File: src/pkg/peci_pkg.sv
package peci_pkg;

  // Pin count and register data width of the change detector.
  localparam int unsigned PIN_COUNT = 6;
  localparam int unsigned REG_W = 8;
  localparam int unsigned ADDR_W = 12;
  localparam int unsigned DATA_W = 32;

  // Register byte offsets on the APB.
  localparam logic [11:0] OFF_RISE_EN = 12'h000;
  localparam logic [11:0] OFF_FALL_EN = 12'h004;
  localparam logic [11:0] OFF_FLAGS = 12'h008;
  localparam logic [11:0] OFF_CTRL = 12'h00C;
  localparam logic [11:0] OFF_SUMMARY = 12'h010;
  localparam logic [11:0] OFF_INT_STAT = 12'h014;
  localparam logic [11:0] OFF_INT_CLR = 12'h018;
  localparam logic [11:0] OFF_INT_EN = 12'h01C;

  // Field positions.
  localparam int unsigned CTRL_MASTER_EN_BIT = 0;
  localparam int unsigned SUMMARY_FLAG_BIT = 0;
  localparam int unsigned EV_EDGE_BIT = 0;
  localparam int unsigned EV_COLLIDE_BIT = 1;
  localparam int unsigned EV_COUNT = 2;

  // Reset values.
  localparam logic [5:0] PIN_RESET = 6'h00;
  localparam logic [1:0] EV_RESET = 2'h0;
  localparam logic CTRL_RESET = 1'b0;

  // Pins usable with the debugger off, and while it holds the two lowest positions.
  localparam logic [5:0] PIN_MASK_ALL = 6'h3F;
  localparam logic [5:0] PIN_MASK_DEBUG = 6'h3C;

  // Per-pin edge pulses.
  typedef struct packed {
    logic [5:0] rise;
    logic [5:0] fall;
  } peci_edge_t;

  // Software-visible configuration of the detector.
  typedef struct packed {
    logic [5:0] rise_en;
    logic [5:0] fall_en;
    logic master_en;
  } peci_cfg_t;

endpackage

File: src/hdl/peci_edge_detect.sv
`timescale 1ns/1ps

module peci_edge_detect
(
  input wire logic ref_clk,
  input wire logic resetn,
  input wire logic [5:0] pin_raw,
  output peci_pkg::peci_edge_t edges
);

  genvar i;
  generate
    for (i = 0; i < 6; i++)
    begin : g_pin
      // Each pin keeps its own flops, so no vector is written by
      // several processes.
      logic meta_q;
      logic sync_q;
      logic prev_q;

      // Two flops tame the asynchronous pin, a third holds the old sample.
      always_ff @(posedge ref_clk or negedge resetn)
      begin
        if (!resetn)
        begin
          meta_q <= 1'b0;
          sync_q <= 1'b0;
          prev_q <= 1'b0;
        end
        else
        begin
          meta_q <= pin_raw[i];
          sync_q <= meta_q;
          prev_q <= sync_q;
        end
      end

      assign edges.rise[i] = sync_q & ~prev_q;
      assign edges.fall[i] = ~sync_q & prev_q;
    end
  endgenerate

endmodule // peci_edge_detect

File: src/hdl/peci_top.sv
`timescale 1ns/1ps

// Notes on behaviour
// - Rising edges count on a pin only while its rise enable is set.
// - Falling edges count on a pin only while its fall enable is set.
// - Both enables set means edges of either direction are detected.
// - An enabled edge sets the pin flag; change_irq follows master enable.
// - With master enable clear, flags still set but no change_irq or wake.
// - Summary flag is one whenever any pin flag is one.
// - Software writing zero to a flag bit clears that flag.
// - An edge during a flag write leaves the flag set.
// - An enabled edge event wakes the device when master enable set.
// - Enable and flag registers use bits five to zero; rest read zero.
// - All enable and flag bits reset to zero.
// - Flag one means enabled change seen; zero means none or cleared. A software write of one also sets the flag.
// - With debugger enabled, pin positions one and zero are unusable.
module peci_top
(
  input wire logic ref_clk,
  input wire logic resetn,
  input wire logic psel,
  input wire logic penable,
  input wire logic pwrite,
  input wire logic [11:0] paddr,
  input wire logic [31:0] pwdata,
  output logic [31:0] prdata,
  output logic pready,
  output logic pslverr,
  input wire logic [5:0] port_a_pin,
  input wire logic debug_en,
  output logic change_summary_flag,
  output logic change_irq,
  output logic wake_req,
  output logic irq
);

  // Configuration and state registers.
  peci_pkg::peci_cfg_t cfg_q;
  logic [5:0] flags_q;
  logic [5:0] flags_d;
  logic summary_q;
  logic change_irq_q;
  logic wake_q;
  logic [1:0] int_stat_q;
  logic [1:0] int_stat_d;
  logic [1:0] int_en_q;
  logic irq_q;

  // Bus slave registers.
  logic pready_q;
  logic pslverr_q;
  logic [31:0] prdata_q;

  // Debug strap synchroniser.
  logic dbg_meta_q;
  logic dbg_sync_q;

  // Combinational helpers.
  peci_pkg::peci_edge_t edges;
  logic [5:0] pin_mask;
  logic [5:0] edge_set;
  logic bus_setup;
  logic bus_done;
  logic wr_done;
  logic addr_hit;
  logic [31:0] rd_value;
  logic flag_wr;
  logic int_clr_wr;
  logic [1:0] events;
  logic rise_wr;
  logic fall_wr;
  logic ctrl_wr;
  logic int_en_wr;

  // Per-pin synchronisers and edge pulses.
  peci_edge_detect u_edge
  (
    .ref_clk(ref_clk),
    .resetn(resetn),
    .pin_raw(port_a_pin),
    .edges(edges)
  );

  // The debugger flag comes from outside this clock, so it is
  // synchronised before it masks anything.
  always_ff @(posedge ref_clk or negedge resetn)
  begin
    if (!resetn)
    begin
      dbg_meta_q <= 1'b0;
      dbg_sync_q <= 1'b0;
    end
    else
    begin
      dbg_meta_q <= debug_en;
      dbg_sync_q <= dbg_meta_q;
    end
  end

  assign pin_mask = dbg_sync_q ? peci_pkg::PIN_MASK_DEBUG
                               : peci_pkg::PIN_MASK_ALL;

  // Each direction is gated by its own enable; with both set, both
  // directions pass, which is just the OR of the two terms.
  // rise gating.
  assign edge_set = ((edges.rise & cfg_q.rise_en) |
                     (edges.fall & cfg_q.fall_en)) & pin_mask;

  // APB phase decode; the slave answers with one registered pready.
  assign bus_setup = psel & ~penable;
  assign bus_done = psel & penable & pready_q;
  assign wr_done = bus_done & pwrite;
  assign flag_wr = wr_done & (paddr == peci_pkg::OFF_FLAGS);
  assign int_clr_wr = wr_done & (paddr == peci_pkg::OFF_INT_CLR);

  // Per-register write strobes; each lands at the edge that samples
  // pready, so a register never sees a half-finished transfer.
  assign rise_wr = wr_done & (paddr == peci_pkg::OFF_RISE_EN);
  assign fall_wr = wr_done & (paddr == peci_pkg::OFF_FALL_EN);
  assign ctrl_wr = wr_done & (paddr == peci_pkg::OFF_CTRL);
  assign int_en_wr = wr_done & (paddr == peci_pkg::OFF_INT_EN);

  // Address decode and read mux; unused bits read as zero.
  // upper bits zero.
  always_comb
  begin
    addr_hit = 1'b1;
    rd_value = 32'h0000_0000;
    unique case (paddr)
      peci_pkg::OFF_RISE_EN:
        rd_value[5:0] = cfg_q.rise_en;
      peci_pkg::OFF_FALL_EN:
        rd_value[5:0] = cfg_q.fall_en;
      peci_pkg::OFF_FLAGS:
        rd_value[5:0] = flags_q;
      peci_pkg::OFF_CTRL:
        rd_value[peci_pkg::CTRL_MASTER_EN_BIT] = cfg_q.master_en;
      peci_pkg::OFF_SUMMARY:
        rd_value[peci_pkg::SUMMARY_FLAG_BIT] = summary_q;
      peci_pkg::OFF_INT_STAT:
        rd_value[1:0] = int_stat_q;
      peci_pkg::OFF_INT_CLR:
        rd_value = 32'h0000_0000;
      peci_pkg::OFF_INT_EN:
        rd_value[1:0] = int_en_q;
      default:
        addr_hit = 1'b0;
    endcase
  end

  // Bus answer: pready rises in the access phase one edge after setup,
  // so every transfer has zero wait states and data from a flop.
  always_ff @(posedge ref_clk or negedge resetn)
  begin
    if (!resetn)
    begin
      pready_q <= 1'b0;
      pslverr_q <= 1'b0;
      prdata_q <= 32'h0000_0000;
    end
    else if (bus_setup)
    begin
      pready_q <= 1'b1;
      pslverr_q <= ~addr_hit;
      prdata_q <= (pwrite || !addr_hit) ? 32'h0000_0000 : rd_value;
    end
    else
    begin
      pready_q <= 1'b0;
      pslverr_q <= 1'b0;
      prdata_q <= 32'h0000_0000;
    end
  end

  // Enable and control registers; bits held by the debugger stay zero.
  // reset to zero.
  always_ff @(posedge ref_clk or negedge resetn)
  begin
    if (!resetn)
    begin
      cfg_q.rise_en <= peci_pkg::PIN_RESET;
      cfg_q.fall_en <= peci_pkg::PIN_RESET;
      cfg_q.master_en <= peci_pkg::CTRL_RESET;
    end
    else
    begin
      if (rise_wr)
      begin
        cfg_q.rise_en <= pwdata[5:0] & pin_mask;
      end
      else
      begin
        cfg_q.rise_en <= cfg_q.rise_en & pin_mask;
      end
      if (fall_wr)
      begin
        cfg_q.fall_en <= pwdata[5:0] & pin_mask;
      end
      else
      begin
        cfg_q.fall_en <= cfg_q.fall_en & pin_mask;
      end
      if (ctrl_wr)
      begin
        cfg_q.master_en <= pwdata[peci_pkg::CTRL_MASTER_EN_BIT];
      end
    end
  end

  // Flag next value. A write replaces the stored bits, so zero clears
  // and one sets; an edge in the same cycle is ORed on top and wins.
  // Software that writes back stale ones would re-set flags, hence the
  // advice to clear only by masking bits already seen.
  // zero clears flag.
  always_comb
  begin
    flags_d = flags_q;
    if (flag_wr)
    begin
      flags_d = pwdata[5:0];
    end
    flags_d = (flags_d | edge_set) & pin_mask;
  end

  always_ff @(posedge ref_clk or negedge resetn)
  begin
    if (!resetn)
    begin
      flags_q <= peci_pkg::PIN_RESET;
    end
    else
    begin
      flags_q <= flags_d;
    end
  end

  // Summary and interrupt follow the next flag value, so they line up
  // with the flag register in the same cycle.
  // summary of flags.
  always_ff @(posedge ref_clk or negedge resetn)
  begin
    if (!resetn)
    begin
      summary_q <= 1'b0;
      change_irq_q <= 1'b0;
    end
    else
    begin
      summary_q <= |flags_d;
      change_irq_q <= (|flags_d) & cfg_q.master_en;
    end
  end

  // Wake is a one-cycle pulse per newly detected enabled edge, even
  // while the flag is already set, because sleep may have begun since.
  // wake on edge.
  always_ff @(posedge ref_clk or negedge resetn)
  begin
    if (!resetn)
    begin
      wake_q <= 1'b0;
    end
    else
    begin
      wake_q <= (|edge_set) & cfg_q.master_en;
    end
  end

  // Sticky events: any enabled edge, and an edge that met a flag write.
  assign events[peci_pkg::EV_EDGE_BIT] = |edge_set;
  assign events[peci_pkg::EV_COLLIDE_BIT] = flag_wr & (|edge_set);

  // A set in the clear cycle survives.
  always_comb
  begin
    int_stat_d = int_stat_q;
    if (int_clr_wr)
    begin
      int_stat_d = int_stat_q & ~pwdata[1:0];
    end
    int_stat_d = int_stat_d | events;
  end

  // Sticky status register. Clear and set meet in one cycle only when
  // software clears while an event arrives; the event must not be lost,
  // so the set is applied after the clear.
  always_ff @(posedge ref_clk or negedge resetn)
  begin
    if (!resetn)
    begin
      int_stat_q <= peci_pkg::EV_RESET;
    end
    else
    begin
      int_stat_q <= int_stat_d;
    end
  end

  // Interrupt enable register, same layout as the status register.
  always_ff @(posedge ref_clk or negedge resetn)
  begin
    if (!resetn)
    begin
      int_en_q <= peci_pkg::EV_RESET;
    end
    else if (int_en_wr)
    begin
      int_en_q <= pwdata[1:0];
    end
  end

  // Level interrupt. It is built from the next status and enable values
  // so that it changes at the same edge as the registers it summarises;
  // the cost is a deeper cone of logic in front of the flop.
  // level interrupt.
  always_ff @(posedge ref_clk or negedge resetn)
  begin
    if (!resetn)
    begin
      irq_q <= 1'b0;
    end
    else if (int_en_wr)
    begin
      irq_q <= |(int_stat_d & pwdata[1:0]);
    end
    else
    begin
      irq_q <= |(int_stat_d & int_en_q);
    end
  end

  // Outputs straight from flops.
  assign prdata = prdata_q;
  assign pready = pready_q;
  assign pslverr = pslverr_q;
  assign change_summary_flag = summary_q;
  assign change_irq = change_irq_q;
  assign wake_req = wake_q;
  assign irq = irq_q;

endmodule // peci_top

File: config.mk
export PLATFORM = sky130hd
export DESIGN_NAME = peci_top
export DESIGN_NICKNAME = d
export VERILOG_FILES = /design/src/pkg/peci_pkg.sv /design/src/hdl/peci_edge_detect.sv /design/src/hdl/peci_top.sv
export SDC_FILE = /design/constraint.sdc
export NUM_CORES = 1
export LEC_CHECK = 0
export BUFFER_PORTS_ARGS = -buffer_cell sky130_fd_sc_hd__buf_2
export CAP_MARGIN = 20
export CORE_ASPECT_RATIO = 1.5
export CORE_MARGIN = 1
export CORE_UTILIZATION = 45
export CTS_BUF_LIST = sky130_fd_sc_hd__clkbuf_2
export DETAILED_ROUTE_END_ITERATION = 12
export PLACE_DENSITY = 0.7
export SYNTH_ARGS = -nofsm -noshare
export SYNTH_HDL_FRONTEND = slang
export SYNTH_HIERARCHICAL = 1
export SYNTH_SLANG_ARGS = --single-unit
export TNS_END_PERCENT = 50
File: constraint.sdc
create_clock -name ref_clk -period 1.87 [get_ports ref_clk]
set_clock_uncertainty 0.1 [all_clocks]
set_input_delay 0.2805 -clock ref_clk [delete_from_list [all_inputs] [get_ports ref_clk]]
set_output_delay 0.2805 -clock ref_clk [all_outputs]
set_load 0.1 [all_outputs]
Word level (Yosys, flattened, before mapping)
Cells that the tools add are included.

Equality and inequality tests: 7. Multiplexer cells: 14. Bitwise gates (word level): 53. Reduce and logical (&&, ||, !) cells: 8.

Operators with widths (number): 12-bit by 5-bit == test with 1-bit output (second input constant) (4); 6-bit bitwise AND (7); 6-bit two-way mux (5); 1-bit bitwise AND (25); 12-bit by 4-bit == test with 1-bit output (second input constant) (2); 1-bit NOT (14); 12-bit by 3-bit == test with 1-bit output (second input constant) (1); 12-bit zero test (1); 6-bit bitwise OR (2); 4-bit one-hot mux with 3 select lines (1); 6-bit OR reduction (2); 8-bit OR reduction (1); 1-bit one-hot mux with 7 select lines (1); 2-bit bitwise AND (3); 1-bit one-hot mux with 5 select lines (1); 1-bit two-way mux (4); 2-bit two-way mux (2); 2-bit OR reduction (2); 2-bit NOT (1); 2-bit bitwise OR (1); 1-bit zero test (1); 1-bit logical OR (1).

Register bits: 81. Input bits: 56. Output and inout port bits: 38.

Longest topological paths before layout
Depth in word-level cells: 11. Mapped depth: 6.

Hierarchy
The synthesis kept the hierarchy.

By module, submodules not included: peci_top (times used 1, cells each 191, area an instance 1995.7 µm²); peci_edge_detect (times used 1, cells each 30, area an instance 555.5 µm²).

Worst setup path after synthesis
OpenSTA, ideal clock, no wires.

Path type: register -> register. From: register pready_q (netlist: pready). To: register irq_q (netlist: irq). Data arrival time: 2.100 ns. Slack: -0.452 ns. Cell stages (with the launch flop): 6. Buffers on the path: 0. Period minus slack after synthesis: 2.322 ns. Cell sequence: dfrtp_1 and4_1 nand2_1 nor3_2 mux2_2 a32o_1.

Word-level cells in the longest chain between the ends: 8.

Ends and longest elaborated chain: start, declared (RTL line peci_top.sv:50) `logic pready_q;`; start signal, assigned (RTL line peci_top.sv:157) `pready_q <= 1'b0;`; start signal, assigned (RTL line peci_top.sv:163) `pready_q <= 1'b1;`; start signal, assigned (RTL line peci_top.sv:169) `pready_q <= 1'b0;`; 1-bit bitwise AND (*) (RTL line peci_top.sv:111) `assign bus_done = psel & penable & pready_q;`; 1-bit bitwise AND (*) (RTL line peci_top.sv:112) `assign wr_done = bus_done & pwrite;`; 1-bit bitwise AND, on equally long branches (RTL line peci_top.sv:114, peci_top.sv:113); 2-bit two-way mux / 1-bit bitwise AND (equally long branches) (RTL line peci_top.sv:277, peci_top.sv:271); 2-bit bitwise OR (RTL line peci_top.sv:281) `int_stat_d = int_stat_d | events;`; 2-bit bitwise AND, on equally long branches (RTL line peci_top.sv:328, peci_top.sv:324); 2-bit OR reduction, on equally long branches (RTL line peci_top.sv:328, peci_top.sv:324); 1-bit two-way mux (*) (RTL line peci_top.sv:322) `else if (int_en_wr)`; end signal, assigned (RTL line peci_top.sv:324) `irq_q <= |(int_stat_d & pwdata[1:0]);`; end signal, assigned (RTL line peci_top.sv:328) `irq_q <= |(int_stat_d & int_en_q);`; end, declared (RTL line peci_top.sv:47) `logic irq_q;`.

Mark *: on every way between the ends. The rest lies on a longest branch, timed or not. A chain may end at the register's enable or synchronous reset.

Final worst setup path
From: input pwrite. To: register irq_q (netlist: irq).

Word-level cells in the longest chain between the ends: 7.

Ends and longest elaborated chain: start, declared (RTL line peci_top.sv:23) `input wire logic pwrite,`; 1-bit bitwise AND (*) (RTL line peci_top.sv:112); 1-bit bitwise AND, on equally long branches (RTL line peci_top.sv:114, peci_top.sv:113); 2-bit two-way mux / 1-bit bitwise AND (equally long branches) (RTL line peci_top.sv:277, peci_top.sv:271); 2-bit bitwise OR (RTL line peci_top.sv:281); 2-bit bitwise AND, on equally long branches (RTL line peci_top.sv:328, peci_top.sv:324); 2-bit OR reduction, on equally long branches (RTL line peci_top.sv:328, peci_top.sv:324); 1-bit two-way mux (*) (RTL line peci_top.sv:322).

Marked as above.

==> impl_metrics.py <==
metrics = {
    "status": {
        "outcome": "finished, final reports clean",
    },
    "setup_path": {
        "reg2reg_from": "pready$_DFF_PN0_",
        "worstPathCellList": "dlygate4sd3_1 -> buf_2 -> and4_1 -> and4_1 -> buf_4 -> and2_4 -> a21o_1 -> a32o_1",
        "setup.worst_path.end": "irq$_DFF_PN0_",
        "timing.critical_path.slowest_stage_cell": "dlygate4sd3_1",
        "critPathLaunchType": "input pin",
        "cp_num_buf_inv": 3,
        "path_delay_family": "buffers and inverters",
        "reg2reg_slack_ps": 40,
        "cp_max_fo": 7,
        "crit_type": "in2reg",
        "cp.required_ps": 2150,
        "startpoint": "pwrite",
        "r2r_cells": 6,
        "cp-end-kind": "flip-flop",
        "cpPeakStageDelay_ps": 540,
        "worst-path-stages": 8,
        "r2r_end": "irq$_DFF_PN0_",
        "crit_arrival_ps": 2130,
        "cp_common_cell": "and4_1",
    },
    "clock_network": {
        "clockRootBuffer": "clkbuf_2",
        "cts.clk_slew.worst_paths_ps": 270,
        "numCtsBuffers": 5,
        "htreeDepth": 2,
        "cts_tree": "built",
        "cts_buffer_depth": 2,
        "cts.sinks": 55,
        "worstSkewPairLatency_ps": 440,
    },
    "synthesis": {
        "synthFlopType": "dfrtp_1",
        "syn_inst": 221,
        "ys_seq_elements": 55,
        "synth_edf_count": 0,
        "avgSynthCellArea_um2": 11.5,
        "synth-seq-area-share_pct": 53.9,
        "synth_cell_types": 39,
        "synth_area_mm2": 0.00255,
        "synth_warnings": 6,
        "synthArstFlopShare_pct": 100,
    },
    "timing": {
        "setup_violations": 0,
        "period_minus_slack_ps": 1850,
        "final-hold-violation-count": 0,
        "slew_violations": 0,
        "period_share_pct": 99.0,
        "max_freq_mhz": 540,
        "finalWorstSetupSlack_ps": 17.9,
        "rsz0062_at_grt": "yes",
    },
    "global_route": {
        "grt_max_degree": 18,
        "grt-ovfl-total": 0,
        "grt_pass1_wl_um": 7880,
        "grt_pass1_vias": 1736,
        "antenna_found_initial": 0,
        "grt.total_usage_pct": 17.4,
    },
    "place": {
        "dp_hpwl_um": 3630,
        "post-place-ws_ps": -195,
        "postPlaceCellArea_mm2": 0.00289,
        "port_buffers": 41,
        "dpl.cell_count": 344,
        "gp_congestion": 0.795,
    },
    "final_layout": {
        "multi_input_area_mm2": 0.00110,
        "ff_latch_area_mm2": 0.00138,
        "design_area_mm2": 0.00318,
        "diodes": 0,
        "drive_above_1_share_pct": 37.6,
        "layout.cells.non_filler": 368,
        "final_nets": 353,
        "syn2layout_area_growth_pct": 24.6,
        "post-route-util_pct": 58.3,
        "fillers": 473,
    },
    "power": {
        "leakagePower_nw": 1.56,
        "total_power_mw": 2.38,
        "seqPwrFrac_pct": 51.6,
        "ir_drop_mv": 0.456,
        "p_clk_share_pct": 30.6,
        "p_per_area_mw_per_mm2": 748,
        "combPwrFrac_pct": 17.8,
        "internal_power_mw": 1.66,
        "swShare_pct": 30.0,
        "p_switching_mw": 0.714,
    },
    "floorplan": {
        "ios": 94,
        "initial_core_util_pct": 46.8,
        "die_h_um": 94.2,
        "rows": 33,
        "core_region_area_mm2": 0.00545,
        "dieArea_mm2": 0.00598,
        "die_x_um": 63.5,
    },
    "drt": {
        "drtAntennaViolNets": 0,
        "wl_per_cell_um": 13.4,
        "firstDrtPassIters": 4,
        "wl_um": 4940,
        "drcViolationCount": 0,
        "vias_per_cell": 4.90,
        "drtIter0Drc": 67,
        "via_count": 1805,
    },
    "job": {
        "max_cap_violations": 0,
    },
    "min_path": {
        "hold_class": "in2reg",
        "hold_start": "psel",
    },
}
## through the flow
stage | hold WS, ps | setup TNS, ps
floorplan | -115 | -227
global placement | 141 | -1100
detailed placement | 140 | -1690
CTS | 7.72 | 0
global route | 8.77 | -30.4
finish | 27.8 | 0
## worst min-delay path, cell delays in order
cell,delay (ps)
buf_2,80
nand2b_1,120
inv_1,80
## how the worst min path moves through the flow
stage / to / slack [ps] / cells after the start
2_1_floorplan: cfg_q[0]$_DFFE_PN0P_ / -120 / 0
3_3_place_gp: u_edge/g_pin[3].prev_q$_DFF_PN0_ / 140 / 1
3_5_place_dp: u_edge/g_pin[3].prev_q$_DFF_PN0_ / 140 / 1
4_1_cts: pslverr$_DFF_PN0_ / 8 / 3
5_1_grt: flags_q[1]$_DFF_PN0_ / 9 / 3
6_report: pready$_DFF_PN0_ / 30 / 3
## registers in the layout, indices dropped and copies added (netlist names)
signal,cells
cfg_q,13
change_irq,1
change_summary_flag,1
dbg_meta_q,1
dbg_sync_q,1
flags_q,6
int_en_q,2
int_stat_q,2
irq,1
prdata,6
pready,1
pslverr,1
u_edge/g_pin.meta_q,6
u_edge/g_pin.prev_q,6
u_edge/g_pin.sync_q,6
wake_req,1
## power groups by stage
| stage | registers, mW | logic [mW] | clock network (mW) |
|---|---|---|---|
| after floorplan | 1.26 | 0.329 | 0 |
| after global placement | 1.25 | 0.391 | 0 |
| after detailed placement | 1.25 | 0.394 | 0 |
| after CTS | 1.23 | 0.415 | 0.742 |
| after global routing | 1.23 | 0.442 | 0.795 |
| final | 1.23 | 0.422 | 0.729 |
## placed cells by master, fill, tap and decap left out, drive strengths merged, types with 7 or more instances in the layout
master / netlist / routed
nor2: 13 / 13
buf: 29 / 61
nand2: 20 / 20
conb: 1 / 26
mux2i: 10 / 10
dfrtp: 55 / 55
and2b: 13 / 13
nand3: 8 / 8
dlygate4sd3: 0 / 15
a21oi: 7 / 7
mux2: 11 / 11
## layer usage
| layer | part of all wire [%] | vias to the layer above | track usage, % | wire [um] |
|---|---|---|---|---|
| li1 | - | 872 | - | - |
| met1 | 40 | 857 | 18.5 | 1990 |
| met2 | 53 | 69 | 32.3 | 2630 |
| met3 | 4.9 | 7 | 3.76 | 242 |
| met4 | 1.7 | 0 | 7.58 | 86 |
| met5 | 0 | - | 0 | 0 |
## cells in the mapped netlist (2+ instances only)
| library cell | n | area share [%] |
|---|---|---|
| nor2_1 | 13 | 1.9 |
| dfrtp_1 | 55 | 54 |
| nor2b_1 | 2 | 0.49 |
| nor4_1 | 4 | 0.98 |
| mux2_2 | 11 | 4.9 |
| o21ai_0 | 3 | 0.59 |
| clkbuf_1 | 2 | 0.29 |
| nor4_4 | 2 | 1.7 |
| and2_1 | 3 | 0.74 |
| and3_1 | 2 | 0.49 |
| nand2_1 | 19 | 2.8 |
| buf_1 | 2 | 0.29 |
| mux2i_1 | 10 | 3.9 |
| a22oi_1 | 6 | 1.8 |
| nand2b_1 | 2 | 0.49 |
| nor3_1 | 5 | 0.98 |
| and2b_2 | 12 | 4.1 |
| a21o_1 | 3 | 0.88 |
| nand4_1 | 2 | 0.49 |
| buf_4 | 26 | 7.7 |
| inv_1 | 2 | 0.29 |
| a31oi_1 | 5 | 1.2 |
| and4_1 | 2 | 0.69 |
| nand3_1 | 7 | 1.4 |
| a21oi_1 | 7 | 1.4 |
## cell type report
class,instances,area share [%]
inverters,2,0.236
repair buffers,76,16.0
multi-input cells,157,34.7
well taps,70,2.75
clock buffers,5,0.787
clock inverters,3,2.13
flip-flops and latches,55,43.4
## kinds of logic (layout without fill, tap and decap cells)
kind of cell,count (synthesis),after routing,synth area share [%]
buffers and inverters,34,86,9.02
AOI/OAI and AO/OA,28,28,7.55
and+or+nand+nor,81,81,19.7
other,1,26,0.147
muxes,22,22,9.66
DFF,55,55,53.9
## what timing repair did
item	4_1_cts	5_1_grt
gates resized for setup	2	6
setup endpoints to repair	1	3
pin swaps	0	3
hold endpoints to repair	53	3
hold buffers	13	2
setup buffers	0	1
(Power assumes the default switching activity.)
